<file path="src/rtl/cpf_pkg.sv">
package cpf_pkg;

  // Register port geometry and register indices.
  localparam int ADDR_W = 4;
  localparam int DATA_W = 16;
  localparam logic [ADDR_W-1:0] PROT_IDX = 4'h0;
  localparam logic [ADDR_W-1:0] ADC_CFG_IDX = 4'h1;
  localparam logic [ADDR_W-1:0] TEMP_CFG_IDX = 4'h2;

  // Protection register fields.
  localparam int CHARGE_OVERCURRENT_FLAG_BIT = 15;
  localparam int DISCHARGE_OVERCURRENT_FLAG_BIT = 14;
  localparam int SCF_BIT = 13;
  localparam int OVF_BIT = 12;
  localparam int UVF_BIT = 11;
  localparam int CHG_MIRROR_BIT = 9;
  localparam int DSG_MIRROR_BIT = 8;
  localparam int CE_BIT = 3;
  localparam int DE_BIT = 2;
  localparam int PMM_LSB = 0;
  localparam logic [DATA_W-1:0] PROT_RESET = 16'h000F;

  // Converter configuration fields.
  localparam int CHARGE_OC_THRESHOLD_SEL_LSB = 6;
  localparam int DISCHARGE_OC_THRESHOLD_SEL_LSB = 4;
  localparam int SHORT_DELAY_SEL_BIT = 3;
  localparam logic [DATA_W-1:0] ADC_CFG_WMASK = 16'hFFF9;
  localparam logic [DATA_W-1:0] ADC_CFG_RESET = 16'h0000;

  // Temperature configuration fields.
  localparam int TLE_BIT = 2;
  localparam int TLS_LSB = 0;
  localparam logic [DATA_W-1:0] TEMP_CFG_RESET = 16'h0000;

  // Protection and measurement mode encodings.
  typedef enum logic [1:0] {
    PMM_OFF = 2'h0,
    PMM_ADC_A = 2'h1,
    PMM_ADC_B = 2'h2,
    PMM_RUN = 2'h3
  } cpf_pmm_t;

  // Clock period and protection delays in nanoseconds.
  localparam int CLK_PERIOD_NS = 50;
  localparam int T_OVD_NS = 1000000;
  localparam int T_UVD_NS = 1000000;
  localparam int T_OCD_NS = 10000;
  localparam int T_SCD_SHORT_NS = 250000;
  localparam int T_SCD_LONG_NS = 2000000;
  localparam int T_SSCD_NS = 100000;
  localparam int SYNC_LAT_CYC = 2;
  // Least times round up; the secondary path is a longest time.
  localparam int OVD_CYC = (T_OVD_NS + CLK_PERIOD_NS - 1) / CLK_PERIOD_NS;
  localparam int UVD_CYC = (T_UVD_NS + CLK_PERIOD_NS - 1) / CLK_PERIOD_NS;
  localparam int OCD_CYC = (T_OCD_NS + CLK_PERIOD_NS - 1) / CLK_PERIOD_NS;
  localparam int SCD_SHORT_CYC =
      (T_SCD_SHORT_NS + CLK_PERIOD_NS - 1) / CLK_PERIOD_NS;
  localparam int SCD_LONG_CYC =
      (T_SCD_LONG_NS + CLK_PERIOD_NS - 1) / CLK_PERIOD_NS;
  localparam int SSCD_CYC = T_SSCD_NS / CLK_PERIOD_NS - SYNC_LAT_CYC - 2;

  // Temperature limits in eighths of a degree, per limit select code.
  function automatic logic signed [DATA_W-1:0] temp_lim(
      input logic [1:0] sel, input logic [1:0] which);
    logic signed [DATA_W-1:0] t [4][4];
    t = '{'{-16'sd24, 16'sd424, -16'sd184, 16'sd504},
          '{-16'sd24, 16'sd464, -16'sd184, 16'sd544},
          '{-16'sd184, 16'sd584, -16'sd184, 16'sd584},
          '{-16'sd344, 16'sd704, -16'sd344, 16'sd704}};
    return t[sel][which];
  endfunction

  // Column order of the limit table.
  localparam logic [1:0] LIM_CL = 2'h0;
  localparam logic [1:0] LIM_CH = 2'h1;
  localparam logic [1:0] LIM_DL = 2'h2;
  localparam logic [1:0] LIM_DH = 2'h3;

endpackage

</file>
<file path="src/rtl/cpf_protect.sv">
// The address map and the plain strobed port were chosen for this implementation.
`timescale 1ns/1ps
// How it works
// - Overvoltage held past its delay drops charge gate, sets flag.
// - Overvoltage releases when cell falls below charge-enable level.
// - Overvoltage also releases early on discharge sense at -2mV or less.
// - Undervoltage held past its delay drops both gates, sets flag.
// - Recovery charge path on only while cell is 0 to charge-enable.
// - Undervoltage releases once cell rises above undervoltage level.
// - Charge overcurrent held past its delay drops both gates, sets flag.
// - Charge overcurrent holds, pulldown on, until pack terminal falls.
// - Charge overcurrent threshold picked by two-bit config field.
// - Discharge overcurrent held past delay drops discharge gate, sets flag.
// - Discharge overcurrent or short holds, pullup on, until pack rises.
// - Discharge field picks both thresholds; one bit picks short delay.
// - Short circuit held past selected delay drops discharge gate, flag.
// - Collapsed supply drops the discharge gate within the secondary delay.
// - Temperature gating only when enabled; select picks four limits.
// - Temperature faults apply at each result update, no delay, no hysteresis.
// - Charge gate low when too hot or at/below low charge limit.
// - Discharge gate low when too hot or at/below low discharge limit.
// - Each gate is the AND of none of the faults that drop it, its enable, mode 11, and not sleeping.
// - Flags are sticky; software clears one only after its fault is gone.
// - Enable bit high never overrides an active fault.
// - Mode 00 converter off, 01/10 on with gates low, 11 gates free.
module cpf_protect #(
  parameter int OVD_CYC = cpf_pkg::OVD_CYC,
  parameter int UVD_CYC = cpf_pkg::UVD_CYC,
  parameter int OCD_CYC = cpf_pkg::OCD_CYC,
  parameter int SCD_SHORT_CYC = cpf_pkg::SCD_SHORT_CYC,
  parameter int SCD_LONG_CYC = cpf_pkg::SCD_LONG_CYC,
  parameter int SSCD_CYC = cpf_pkg::SSCD_CYC
) (
  // Clock and reset.
  input wire logic CLK,
  input wire logic RST,
  // Register port.
  input wire logic [cpf_pkg::ADDR_W-1:0] ADDR,
  input wire logic [cpf_pkg::DATA_W-1:0] WDATA,
  input wire logic WR,
  input wire logic RD,
  output logic [cpf_pkg::DATA_W-1:0] RDATA,
  // Cell voltage comparators.
  input wire logic CELL_ABOVE_OV,
  input wire logic CELL_BELOW_CE,
  input wire logic CELL_BELOW_UV,
  input wire logic CELL_NONNEG,
  // Sense voltage comparators, one per threshold select code, and the single -2mV discharge level.
  input wire logic [3:0] SENSE_ABOVE_COC,
  input wire logic [3:0] SENSE_BELOW_NOC,
  input wire logic [3:0] SENSE_ABOVE_SC,
  input wire logic SENSE_DISCHG_2MV,
  // Pack terminal and supply comparators.
  input wire logic PACK_TERMINAL_LOW,
  input wire logic PACK_TERMINAL_HIGH,
  input wire logic SUPPLY_COLLAPSED,
  // Temperature result from the converter and the sleep request, same clock.
  input wire logic signed [cpf_pkg::DATA_W-1:0] TEMP_VALUE,
  input wire logic TEMP_UPDATE,
  input wire logic SLEEP,
  // Gate drive, pack terminal test currents, recovery path and converter enable.
  output logic CHARGE_GATE_OUT,
  output logic DISCHARGE_GATE_OUT,
  output logic PACK_PULLDOWN_EN,
  output logic PACK_PULLUP_EN,
  output logic RECOVERY_EN,
  output logic ADC_EN
);

  localparam int QW = 16;

  logic [19:0] raw;
  logic [19:0] syn;
  logic ov_c, below_ce, uv_c, nonneg, dsg_2mv, pack_low, pack_high, collapse;
  logic [3:0] coc_v, noc_v, sc_v;
  logic [cpf_pkg::DATA_W-1:0] prot_q, adc_cfg_q, temp_cfg_q;
  logic [4:0] flags_q;
  logic ov_trip_q, uv_trip_q, coc_trip_q, doc_trip_q, sc_trip_q;
  logic ov_fire, uv_fire, coc_fire, doc_fire, sc_fire, ssc_fire;
  logic coc_c, doc_c, sc_c;
  logic [QW-1:0] sc_lim;
  logic temp_chg_q, temp_dis_q, temp_en;
  logic [1:0] temp_sel;
  logic chg_ok, dis_ok;
  logic [4:0] fault_now, flag_set, flag_clr;
  logic wr_prot;
  logic [QW-1:0] collapse_cnt_q;
  cpf_pkg::cpf_pmm_t protect_measure_mode;

  // All comparator levels come from the analog side and need resynchronising.
  assign raw = {CELL_ABOVE_OV, CELL_BELOW_CE, CELL_BELOW_UV, CELL_NONNEG,
                SENSE_ABOVE_COC, SENSE_BELOW_NOC, SENSE_ABOVE_SC,
                SENSE_DISCHG_2MV, PACK_TERMINAL_LOW, PACK_TERMINAL_HIGH,
                SUPPLY_COLLAPSED};

  cpf_sync #(.W(20)) u_sync (
    .clk(CLK),
    .rst(RST),
    .d(raw),
    .q(syn)
  );

  // Unpack the synchronised bundle in the same order.
  assign {ov_c, below_ce, uv_c, nonneg, coc_v, noc_v, sc_v, dsg_2mv,
          pack_low, pack_high, collapse} = syn;

  // Configuration fields steer the comparator selection and the delays.
  assign coc_c = coc_v[adc_cfg_q[cpf_pkg::CHARGE_OC_THRESHOLD_SEL_LSB +: 2]];
  assign doc_c = noc_v[adc_cfg_q[cpf_pkg::DISCHARGE_OC_THRESHOLD_SEL_LSB +: 2]];
  assign sc_c = sc_v[adc_cfg_q[cpf_pkg::DISCHARGE_OC_THRESHOLD_SEL_LSB +: 2]];
  assign sc_lim = adc_cfg_q[cpf_pkg::SHORT_DELAY_SEL_BIT] ? QW'(SCD_LONG_CYC)
                                               : QW'(SCD_SHORT_CYC);
  assign temp_en = temp_cfg_q[cpf_pkg::TLE_BIT];
  assign temp_sel = temp_cfg_q[cpf_pkg::TLS_LSB +: 2];
  assign protect_measure_mode = cpf_pkg::cpf_pmm_t'(prot_q[cpf_pkg::PMM_LSB +: 2]);
  assign wr_prot = WR && (ADDR == cpf_pkg::PROT_IDX);

  // Delay qualifiers, one per timed fault.
  cpf_qualify #(.W(QW)) u_ov (
    .clk(CLK), .rst(RST), .cond(ov_c), .limit(QW'(OVD_CYC)), .fired(ov_fire)
  );
  cpf_qualify #(.W(QW)) u_uv (
    .clk(CLK), .rst(RST), .cond(uv_c), .limit(QW'(UVD_CYC)), .fired(uv_fire)
  );
  cpf_qualify #(.W(QW)) u_coc (
    .clk(CLK), .rst(RST), .cond(coc_c), .limit(QW'(OCD_CYC)),
    .fired(coc_fire)
  );
  cpf_qualify #(.W(QW)) u_doc (
    .clk(CLK), .rst(RST), .cond(doc_c), .limit(QW'(OCD_CYC)),
    .fired(doc_fire)
  );
  cpf_qualify #(.W(QW)) u_sc (
    .clk(CLK), .rst(RST), .cond(sc_c), .limit(sc_lim), .fired(sc_fire)
  );
  cpf_qualify #(.W(QW)) u_ssc (
    .clk(CLK), .rst(RST), .cond(collapse), .limit(QW'(SSCD_CYC)),
    .fired(ssc_fire)
  );

  // Overvoltage trip; a new trip wins over a release in the same cycle.
  always_ff @(posedge CLK) begin
    if (RST) begin
      ov_trip_q <= 1'b0;
    end else if (ov_fire) begin
      ov_trip_q <= 1'b1;
    end else if (below_ce || dsg_2mv) begin
      ov_trip_q <= 1'b0;
    end
  end

  // Undervoltage trip, released once the cell climbs back over the level.
  always_ff @(posedge CLK) begin
    if (RST) begin
      uv_trip_q <= 1'b0;
    end else if (uv_fire) begin
      uv_trip_q <= 1'b1;
    end else if (!uv_c) begin
      uv_trip_q <= 1'b0;
    end
  end

  // Charge overcurrent waits for the pulldown to drag the pack terminal low.
  always_ff @(posedge CLK) begin
    if (RST) begin
      coc_trip_q <= 1'b0;
    end else if (coc_fire) begin
      coc_trip_q <= 1'b1;
    end else if (pack_low) begin
      coc_trip_q <= 1'b0;
    end
  end

  // Discharge overcurrent and short wait for the pullup to lift the terminal.
  always_ff @(posedge CLK) begin
    if (RST) begin
      doc_trip_q <= 1'b0;
      sc_trip_q <= 1'b0;
    end else begin
      if (doc_fire) begin
        doc_trip_q <= 1'b1;
      end else if (pack_high) begin
        doc_trip_q <= 1'b0;
      end
      if (sc_fire || ssc_fire) begin
        sc_trip_q <= 1'b1;
      end else if (pack_high) begin
        sc_trip_q <= 1'b0;
      end
    end
  end

  // Temperature is judged only at result updates, with no hysteresis.
  always_ff @(posedge CLK) begin
    if (RST) begin
      temp_chg_q <= 1'b0;
      temp_dis_q <= 1'b0;
    end else if (TEMP_UPDATE) begin
      temp_chg_q <=
          (TEMP_VALUE > cpf_pkg::temp_lim(temp_sel, cpf_pkg::LIM_CH)) ||
          (TEMP_VALUE <= cpf_pkg::temp_lim(temp_sel, cpf_pkg::LIM_CL));
      temp_dis_q <=
          (TEMP_VALUE > cpf_pkg::temp_lim(temp_sel, cpf_pkg::LIM_DH)) ||
          (TEMP_VALUE <= cpf_pkg::temp_lim(temp_sel, cpf_pkg::LIM_DL));
    end
  end

  // Gate permission is a plain AND; nothing software writes can bypass it.
  always_comb begin
    chg_ok = !ov_trip_q && !uv_trip_q && !coc_trip_q &&
             !(temp_en && temp_chg_q) &&
             prot_q[cpf_pkg::CE_BIT] && !SLEEP &&
             (protect_measure_mode == cpf_pkg::PMM_RUN);
    dis_ok = !uv_trip_q && !coc_trip_q && !doc_trip_q && !sc_trip_q &&
             !(temp_en && temp_dis_q) &&
             prot_q[cpf_pkg::DE_BIT] && !SLEEP &&
             (protect_measure_mode == cpf_pkg::PMM_RUN);
  end

  // Pin drivers are registered so that every output comes from a flop.
  always_ff @(posedge CLK) begin
    if (RST) begin
      CHARGE_GATE_OUT <= 1'b0;
      DISCHARGE_GATE_OUT <= 1'b0;
      PACK_PULLDOWN_EN <= 1'b0;
      PACK_PULLUP_EN <= 1'b0;
      RECOVERY_EN <= 1'b0;
      ADC_EN <= 1'b0;
    end else begin
      CHARGE_GATE_OUT <= chg_ok;
      DISCHARGE_GATE_OUT <= dis_ok;
      PACK_PULLDOWN_EN <= coc_trip_q;
      PACK_PULLUP_EN <= doc_trip_q || sc_trip_q;
      RECOVERY_EN <= nonneg && below_ce;
      ADC_EN <= (protect_measure_mode != cpf_pkg::PMM_OFF);
    end
  end

  // Sticky flags in CHARGE_OVERCURRENT_FAULT, DISCHARGE_OVERCURRENT_FAULT, SC, OV, UV order, matching bits 15 to 11.
  assign flag_set = {coc_fire, doc_fire, sc_fire || ssc_fire, ov_fire,
                     uv_fire};
  assign fault_now = {coc_trip_q || coc_c, doc_trip_q || doc_c,
                      sc_trip_q || sc_c || collapse, ov_trip_q || ov_c,
                      uv_trip_q || uv_c};
  // Writing zero clears a flag only once its fault is fully gone.
  assign flag_clr = wr_prot ? (~WDATA[cpf_pkg::CHARGE_OVERCURRENT_FLAG_BIT -: 5] & ~fault_now)
                            : 5'h00;

  always_ff @(posedge CLK) begin
    if (RST) begin
      flags_q <= 5'h00;
    end else begin
      flags_q <= flag_set | (flags_q & ~flag_clr);
    end
  end

  // Software-owned control fields; reserved bits are not stored.
  always_ff @(posedge CLK) begin
    if (RST) begin
      prot_q <= cpf_pkg::PROT_RESET;
      adc_cfg_q <= cpf_pkg::ADC_CFG_RESET;
      temp_cfg_q <= cpf_pkg::TEMP_CFG_RESET;
    end else if (WR) begin
      if (ADDR == cpf_pkg::PROT_IDX) begin
        prot_q <= {12'h000, WDATA[3:0]};
      end
      if (ADDR == cpf_pkg::ADC_CFG_IDX) begin
        adc_cfg_q <= WDATA & cpf_pkg::ADC_CFG_WMASK;
      end
      if (ADDR == cpf_pkg::TEMP_CFG_IDX) begin
        temp_cfg_q <= {13'h0000, WDATA[2:0]};
      end
    end
  end

  // Read data stands in the cycle after the strobe; unmapped reads give zero.
  always_ff @(posedge CLK) begin
    if (RST) begin
      RDATA <= '0;
    end else if (RD) begin
      case (ADDR)
        cpf_pkg::PROT_IDX: begin
          RDATA <= {flags_q, 1'b0, CHARGE_GATE_OUT, DISCHARGE_GATE_OUT,
                    prot_q[7:0]};
        end
        cpf_pkg::ADC_CFG_IDX: begin
          RDATA <= adc_cfg_q;
        end
        cpf_pkg::TEMP_CFG_IDX: begin
          RDATA <= temp_cfg_q;
        end
        default: begin
          RDATA <= '0;
        end
      endcase
    end else begin
      RDATA <= '0;
    end
  end

  // Checks on gate behaviour against the fault state.
  ov_blocks_chg_a: assert property (@(posedge CLK) disable iff (RST)
    $rose(ov_trip_q) |=> !CHARGE_GATE_OUT [*2])
    else $error("Charge gate high during overvoltage.");

  ov_release_a: assert property (@(posedge CLK) disable iff (RST)
    ov_trip_q && !ov_fire && $past(below_ce) && below_ce |=> !ov_trip_q)
    else $error("Overvoltage not released below charge level.");

  ov_early_a: assert property (@(posedge CLK) disable iff (RST)
    ov_trip_q && dsg_2mv && !ov_fire |=> !ov_trip_q)
    else $error("Overvoltage not released on discharge.");

  uv_both_off_a: assert property (@(posedge CLK) disable iff (RST)
    uv_trip_q |=> !CHARGE_GATE_OUT && !DISCHARGE_GATE_OUT)
    else $error("Gate high during undervoltage.");

  recovery_path_a: assert property (@(posedge CLK) disable iff (RST)
    RECOVERY_EN |-> $past(nonneg) && $past(below_ce))
    else $error("Recovery path on outside its window.");

  coc_pulldown_a: assert property (@(posedge CLK) disable iff (RST)
    coc_trip_q |=> PACK_PULLDOWN_EN && !CHARGE_GATE_OUT)
    else $error("Charge overcurrent without pulldown.");

  dsg_pullup_a: assert property (@(posedge CLK) disable iff (RST)
    (doc_trip_q || sc_trip_q) |=> PACK_PULLUP_EN && !DISCHARGE_GATE_OUT)
    else $error("Discharge fault without pullup.");

  sc_delay_a: assert property (@(posedge CLK) disable iff (RST)
    $rose(sc_trip_q) && !$past(collapse) |-> $past(sc_c, 2))
    else $error("Short trip without held condition.");

  // Counts how long the collapse has lasted; a delay range cannot span it.
  always_ff @(posedge CLK) begin
    if (RST || !collapse) begin
      collapse_cnt_q <= '0;
    end else if (collapse_cnt_q != '1) begin
      collapse_cnt_q <= collapse_cnt_q + 1'b1;
    end
  end

  ssc_bound_a: assert property (@(posedge CLK) disable iff (RST)
    collapse_cnt_q >= QW'(SSCD_CYC + 2) |-> !DISCHARGE_GATE_OUT)
    else $error("Collapse did not drop discharge gate.");

  mode_gate_a: assert property (@(posedge CLK) disable iff (RST)
    protect_measure_mode != cpf_pkg::PMM_RUN |=> !CHARGE_GATE_OUT && !DISCHARGE_GATE_OUT)
    else $error("Gate high outside run mode.");

  sleep_gate_a: assert property (@(posedge CLK) disable iff (RST)
    SLEEP |=> !CHARGE_GATE_OUT && !DISCHARGE_GATE_OUT)
    else $error("Gate high while sleeping.");

  flag_sticky_a: assert property (@(posedge CLK) disable iff (RST)
    flags_q[4] && coc_trip_q |=> flags_q[4])
    else $error("Flag cleared while fault present.");

  temp_chg_a: assert property (@(posedge CLK) disable iff (RST)
    temp_en && temp_chg_q |=> !CHARGE_GATE_OUT)
    else $error("Charge gate high out of temperature.");

  // Main scenarios worth seeing.
  ov_trip_c: cover property (@(posedge CLK) disable iff (RST)
    $rose(ov_trip_q) ##[1:1000] $fell(ov_trip_q));
  sc_trip_c: cover property (@(posedge CLK) disable iff (RST)
    $rose(sc_trip_q));
  flag_clear_c: cover property (@(posedge CLK) disable iff (RST)
    $fell(flags_q[4]));
  temp_block_c: cover property (@(posedge CLK) disable iff (RST)
    temp_en && temp_dis_q);

endmodule

</file>
<file path="src/rtl/cpf_qualify.sv">
`timescale 1ns/1ps
// Counts how long a condition has held and fires once it outlasts the limit.
module cpf_qualify #(
  parameter int W = 16
) (
  // Clock and reset.
  input wire logic clk,
  input wire logic rst,
  // Condition and delay.
  input wire logic cond,
  input wire logic [W-1:0] limit,
  output logic fired
);

  logic [W-1:0] cnt_q;

  // Any gap in the condition restarts the count from zero.
  always_ff @(posedge clk) begin
    if (rst || !cond) begin
      cnt_q <= '0;
    end else if (cnt_q != limit) begin
      cnt_q <= cnt_q + 1'b1;
    end
  end

  // Fires on the cycle after the condition has held for limit cycles.
  assign fired = cond && (cnt_q == limit);

  restart_count_a: assert property (@(posedge clk) disable iff (rst)
    !cond |=> cnt_q == '0)
    else $error("Qualify count did not restart.");

endmodule

</file>
<file path="src/rtl/cpf_sync.sv">
`timescale 1ns/1ps
// Two-stage synchroniser for a bundle of independent comparator levels.
module cpf_sync #(
  parameter int W = 1
) (
  // Clock and reset.
  input wire logic clk,
  input wire logic rst,
  // Levels.
  input wire logic [W-1:0] d,
  output logic [W-1:0] q
);

  logic [W-1:0] meta_q;

  // The first stage feeds only the second stage.
  always_ff @(posedge clk) begin
    if (rst) begin
      meta_q <= '0;
      q <= '0;
    end else begin
      meta_q <= d;
      q <= meta_q;
    end
  end

endmodule

</file>
<file path="config.mk">
export PLATFORM = sky130hd
export DESIGN_NAME = cpf_protect
export DESIGN_NICKNAME = d
export VERILOG_FILES = /design/src/rtl/cpf_pkg.sv /design/src/rtl/cpf_protect.sv /design/src/rtl/cpf_qualify.sv /design/src/rtl/cpf_sync.sv
export SDC_FILE = /design/constraint.sdc
export NUM_CORES = 1
export LEC_CHECK = 0
export ABC_AREA = 1
export ABC_CLOCK_PERIOD_IN_PS = 2600
export BUFFER_PORTS_ARGS = -buffer_cell sky130_fd_sc_hd__buf_2
export CORE_MARGIN = 2
export CORE_UTILIZATION = 59
export CTS_CLUSTER_SIZE = 24
export DETAILED_ROUTE_END_ITERATION = 10
export GPL_TIMING_DRIVEN = 0
export HOLD_SLACK_MARGIN = 0.08
export PLACE_DENSITY = 0.8
export RECOVER_POWER = 25
export REMOVE_ABC_BUFFERS = 1
export SKIP_CTS_REPAIR_TIMING = 1
export SYNTH_ARGS = -nofsm -noshare
export SYNTH_HDL_FRONTEND = slang
export SYNTH_SLANG_ARGS = --single-unit
</file>
<file path="constraint.sdc">
create_clock -name CLK -period 2.6 [get_ports CLK]
set_input_delay 0.39 -clock CLK [delete_from_list [all_inputs] [get_ports CLK]]
set_output_delay 0.39 -clock CLK [all_outputs]
set_load 0.1 [all_outputs]
</file>
== Word-level counts from Yosys, hierarchy flattened ==
Index checks and enable logic that the tools add are counted.

* Memory bits (read-only): 0
* Memory bits (writable): 0
* Bits in latches: 0
* Output and inout port bits: 22
* Bits of input ports: 62
* Register bits after elaboration: 191
* Word-level logic and storage cells: 148
* Memories: 0

* Div/mod/pow operators: 0
* Equality and inequality tests: 16
* Bitwise logic cells: 8
* Magnitude comparators: 7
* Reductions and logical operators: 64
* Mux-type cells: 21
* Add/sub/neg operators: 6
* Multipliers: 0
* Shift-type cells: 0

{| class="wikitable"
|+ Operators by type and width
! cell !! count
|-
| binary-select mux 64 bit (select 2 bit) || 1
|-
| 2-to-1 mux 64 bit || 2
|-
| adder 16 x 1 -> 16 bit (second input constant) || 6
|-
| case mux 16 bit (3 select lines) || 1
|-
| == test 16 x 15 -> 1 bit (second input constant) || 2
|-
| == test 16 x 8 -> 1 bit (second input constant) || 2
|-
| > comparator 16 bit || 2
|-
| <= comparator 16 bit || 2
|-
| != test 16 x 15 -> 1 bit (second input constant) || 2
|-
| != test 16 x 8 -> 1 bit (second input constant) || 2
|-
| logical AND 1 bit || 23
|-
| logical OR 1 bit || 17
|-
| == test 16 x 11 -> 1 bit (second input constant) || 1
|-
| == test 16 bit || 1
|-
| 2-to-1 mux 16 bit || 1
|-
| != test 16 x 11 -> 1 bit (second input constant) || 1
|-
| != test 16 bit || 1
|-
| NOT 5 bit || 3
|-
| zero test 1 bit || 14
|-
| 2-to-1 mux 1 bit || 12
|-
| bitwise AND 5 bit || 2
|-
| nonzero test 2 bit || 5
|-
| binary-select mux 1 bit (select 2 bit) || 3
|-
| < comparator 2 x 3 -> 1 bit (second input constant) || 2
|-
| other kinds (12) || 14
|}

== Depth between registers and ports, before layout ==
* Depth after elaboration: 10
* Depth in mapped cells: 15
* Gate-level depth less buffers: 15

== Modules after synthesis ==
From an unflattened synthesis, not the netlist that was laid out.

* Cell total of the unflattened synthesis: 1980
* Area total of the unflattened synthesis: 11992.8 sq um

{| class="wikitable"
|+ Modules (own cells, without submodules)
! module !! area each (sq um) !! instances !! seq. area each (sq um) !! cells an instance
|-
| cpf_qualify || 1336.3 || 6 || 320.3 || 243
|-
| cpf_protect || 2829.0 || 1 || 1101.1 || 398
|-
| cpf_sync || 1146.1 || 1 || 800.8 || 124
|}

== Least setup slack after synthesis ==
Ideal clock, no wire load.

* Path kind: register to register
* Start point: register temp_cfg_q[1] (netlist name)
* End point: register temp_dis_q
* Setup time: 0.119 ns
* Path slack: 0.683 ns
* Arrival: 1.797 ns
* Data required time: 2.481 ns
* Period minus slack after synthesis: 1.917 ns
* Path buffers: 0
* Stages on the path, launching flop included: 12
* Cells stage by stage: dfxtp_1 inv_1 ha_1 or2_2 ha_1 nand2_1 nor2_1 nand4_1 nand3_1 nand2_1 inv_1 a21oi_1

* Word-level cells in the longest chain between the ends: 6
* Elaborated cells between the ends (all ways): 7
* Classes of those cells: order compare: 2; mux: 3; bitwise: 1; reduce/logical: 1

{| class="wikitable"
|+ Ends and longest elaborated chain
! what !! RTL line !! source
|-
| start: declaration || cpf_protect.sv:76 || <nowiki>logic [cpf_pkg::DATA_W-1:0] prot_q, adc_cfg_q, temp_cfg_q;</nowiki>
|-
| start signal: assignment || cpf_protect.sv:262 || <nowiki>temp_cfg_q <= cpf_pkg::TEMP_CFG_RESET;</nowiki>
|-
| start signal: assignment || cpf_protect.sv:271 || <nowiki>temp_cfg_q <= {13'h0000, WDATA[2:0]};</nowiki>
|-
| NOT 2 -> 3 bit (not written as such) (*) || cpf_pkg.sv:70 || <nowiki>return t[sel][which];</nowiki>
|-
| binary-select mux 64 bit (select 2 bit) (*) || cpf_pkg.sv:70 ||
|-
| 2-to-1 mux 64 bit (not written as such) (*) (2 in series) || cpf_pkg.sv:70 ||
|-
| > comparator 16 bit or <= comparator 16 bit (tied branches) || cpf_protect.sv:203, cpf_protect.sv:204 ||
|-
| logical OR 1 bit (*) || cpf_protect.sv:203 || <nowiki>(TEMP_VALUE > cpf_pkg::temp_lim(temp_sel, cpf_pkg::LIM_DH)) ||</nowiki>
|-
| end signal: assignment || cpf_protect.sv:202 || <nowiki>temp_dis_q <=</nowiki>
|-
| end: declaration || cpf_protect.sv:82 || <nowiki>logic temp_chg_q, temp_dis_q, temp_en;</nowiki>
|}

Mark *: on every way between the ends. The rest lies on a longest branch, timed or not. The select of a mux whose other input is x is not followed.
A chain may end at the register's enable or synchronous reset.

== Final worst setup path ==
* Start point: input port RST
* End point: register RDATA[2] (netlist name)

* Word-level cells in the longest chain between the ends: 1

{| class="wikitable"
|+ Ends and longest elaborated chain
! what !! RTL line !! source
|-
| start: declaration || cpf_protect.sv:36 || <nowiki>input wire logic RST,</nowiki>
|-
| OR reduction 2 bit (no line) || - ||
|-
| end signal: assignment || cpf_protect.sv:283 || <nowiki>RDATA <= {flags_q, 1'b0, CHARGE_GATE_OUT, DISCHARGE_GATE_OUT,</nowiki>
|-
| end signal: assignment || cpf_protect.sv:287 || <nowiki>RDATA <= adc_cfg_q;</nowiki>
|-
| end signal: assignment || cpf_protect.sv:290 || <nowiki>RDATA <= temp_cfg_q;</nowiki>
|-
| end: declaration || cpf_protect.sv:42 || <nowiki>output logic [cpf_pkg::DATA_W-1:0] RDATA,</nowiki>
|}

Every way passes these cells.

==> impl_metrics.ini <==
[status]
status = completed

[critical_path]
critPathMaxStageDelay_ns = 0.90
cp_max_fo = 68
cp-end-kind = register
regToRegStartpoint = temp_cfg_q[1]
cp_num_buf_inv = 2
r2r_slack_ns = 0.43
required_ns = 2.87
worst_ep_arrival_time_ns = 2.55
worstPathCellList = buf_2, inv_2, nand2_1, a21oi_1
cp-startpoint = RST
path_delay_family = buffers and inverters
cp-start-kind = primary input
rr_worst_depth = 11
cpMaxStageDelayCell = buf_2
crit_type = primary input to register
timing.rr.end = temp_dis_q

[die]
die_area_mm2 = 0.0156
io_pins = 84
initial_core_util = 0.598
dieWidth_um = 125
core_area_mm2 = 0.0144
die_h_um = 125
rows = 44

[final_layout]
finish.utilization = 0.680
area.growth.synth_to_final_pct = 13.7
final_layout_size_suffix_gt1_frac = 0.131
stdcell_count = 1457
num-nets-final = 1352
fill_cells = 1200
final_area_mm2 = 0.00978

[synth]
yosysSeqAreaShare = 0.445
synth_warnings = 0
synth_area_mm2 = 0.00860
synthCells = 1174
yosys_register_bits = 191
ys_types = 41
post_synth.cell_area_avg_um2 = 7.32

[place]
dpl-instance-area_mm2 = 0.00917
gp_congestion = 0.863
placedCellCount = 1424
place_hpwl_um = 13000
place_ws_ns = -0.115
portBuffers = 83

[power]
seq_power_share = 0.499
clockPowerShare = 0.450
internal_power_uw = 4600
p_sw_frac = 0.233
pwr-share-comb = 0.051
p_switching_uw = 1400
p_per_area_mw_per_mm2 = 613
p_leak_uw = 0.00402
vdd_ir_drop_max_mv = 0.474

[drt]
wl_met2_um = 8470
drc = 0
wl_per_cell_um = 12.6
num_vias = 7559
drt_iter0_markers = 492
ant_nets = 0
firstDrtPassIters = 7
highest_layer = met4
viasPerCell = 5.19
wirelength_um = 18300
met1_length_um = 8370
wl_met3_um = 993

[clock_network]
cts_buffer_depth = 2
clk_latency_ns = 0.44
numCtsBuffers = 17
clkTransAtPathRegs_ns = 0.07
cts_max_level = 4
cts_tree = yes
cts_sinks = 191
cts-root-buf = clkbuf_16

[global_route]
grt_antenna_before_repair = 1
grt_pass1_vias = 6962
grt_max_degree = 69
grt_pass1_wl_um = 30800
track_usage = 0.239
overflow = 0

[sta]
relSlewSlack = 0.169
slew_viol_final = 0
min_period_ns = 2.28
rsz0062_at_grt = no
fin_crit_sh = 0.876
setup_ws_ns = 0.323
fmax_ghz = 0.439
finalSetupViolations = 0
hold_viol = 0
fin_skew_ns = 0.00648
worst_slew_pin_slew_ns = 1.25

[hold_path]
worst_hold_path.endpoint = u_sync.meta_q[13]
whs_path_depth = 3
min_path_type = primary input to register
hold_start = SENSE_ABOVE_COC[1]

[job]
maxCapViolCount = 0
==> through the flow <==
stage	hold slack [ns]	total power, uW	TNS, ns
3_3_place_gp	0.391	3350	-0.785
5_1_grt	0.140	6190	0
4_1_cts	0.131	6020	0
2_1_floorplan	0.388	3230	0
6_report	0.142	5990	0
3_5_place_dp	0.392	3360	-0.905
==> layer usage <==
metal	global-route usage	vias up
met2	0.389	178
met5	0	-
li1	-	3931
met4	0.108	0
met3	0.0473	37
met1	0.307	3413
==> cell usage after synthesis, drive strengths merged <==
cell type	number	share of area
nand2	220	0.098
inv	203	0.089
dfxtp	191	0.44
nor2	141	0.071
a21oi	108	0.063
nand3	77	0.048
o21ai	64	0.038
nor3	33	0.025
ha	31	0.045
nand4	30	0.022
buf	12	0.0061
o21a	9	0.0079
or2	9	0.0065
nor4	7	0.0051
xor2	7	0.0071
clkbuf	5	0.0022
a31oi	4	0.0029
xnor2	4	0.0041
a211oi	3	0.0026
nand3b	3	0.0026
nor3b	3	0.0026
clkinv	2	0.00087
o31ai	2	0.0017
a21boi	1	0.00087
a31o	1	0.0010
o21bai	1	0.00087
o221ai	1	0.0010
o22ai	1	0.00073
or3	1	0.00073
==> logic make-up (layout without fill, tap and decap cells) <==
group                      Yosys count  count (layout)  share of synthesized area
and+or+nand+nor                    524             524                      0.281
buffers and inverters              222             320                     0.0978
AOI/OAI and AO/OA                  195             195                      0.120
DFF                                191             191                      0.445
adders and majority gates           31              31                     0.0451
xor gates and xnor gates            11              11                     0.0112
other                                0               1                          0
==> flip-flops by register name (all words and copies together) (netlist names), 3 cells and up <==
register and count:
adc_cfg_q 14, u_ssc.cnt_q 16, prot_q 4, u_doc.cnt_q 16, flags_q 5, u_ov.cnt_q 16, RDATA 16, u_coc.cnt_q 16
u_uv.cnt_q 16, temp_cfg_q 3, u_sync.meta_q 20, u_sc.cnt_q 16, u_sync.q 20
==> how the worst max path moves through the flow <==
| stage | to | slack, ns | cells after the start |
|---|---|---|---|
| after floorplan | temp_dis_q | 0.68 | 11 |
| after global placement | RDATA[2] | -0.12 | 4 |
| after detailed placement | RDATA[2] | -0.12 | 4 |
| after CTS | RDATA[2] | 0.34 | 4 |
| after global routing | RDATA[2] | 0.15 | 4 |
| final | RDATA[2] | 0.32 | 4 |
==> layout make-up <==
type	count	area, um2	area share
inverter	205	769	0.0787
multi-input combinational	761	3930	0.402
antenna	1	2.50	0.000256
sequential	191	3820	0.391
clock buffer	17	425	0.0435
clock inverter	15	183	0.0187
tap	184	230	0.0235
timing repair buffer	83	415	0.0425
==> worst reg2reg max path, delay by kind of cell, from the launching register on <==
kind | cells | cell delay [ns]
simple gates | 6 | 0.74
fa+ha+maj | 2 | 0.56
flops | 1 | 0.48
buf+inv | 2 | 0.22
compound gates | 1 | 0.05
==> power groups by stage <==
stage | logic, uW | registers (uW) | clock network, uW
CTS | 305 | 2990 | 2730
finish | 305 | 2990 | 2700
global placement | 296 | 3060 | 0
floorplan | 150 | 3080 | 0
detailed placement | 302 | 3060 | 0
global route | 343 | 2990 | 2850
==> cell usage in the layout, fill, tap and decap left out, drive strengths merged, types with 2 or more instances in the layout <==
cell type	Yosys	routed
a211oi	3	3
a21oi	108	108
a31oi	4	4
buf	12	83
bufinv	0	3
clkbuf	5	17
clkinv	2	5
clkinvlp	0	4
dfxtp	191	191
ha	31	31
inv	203	208
nand2	220	220
nand3	77	77
nand3b	3	3
nand4	30	30
nor2	141	141
nor3	33	33
nor3b	3	3
nor4	7	7
o21a	9	9
o21ai	64	64
o31ai	2	2
or2	9	9
xnor2	4	4
xor2	7	7
Note: power is estimated with default switching activity, not from simulation.
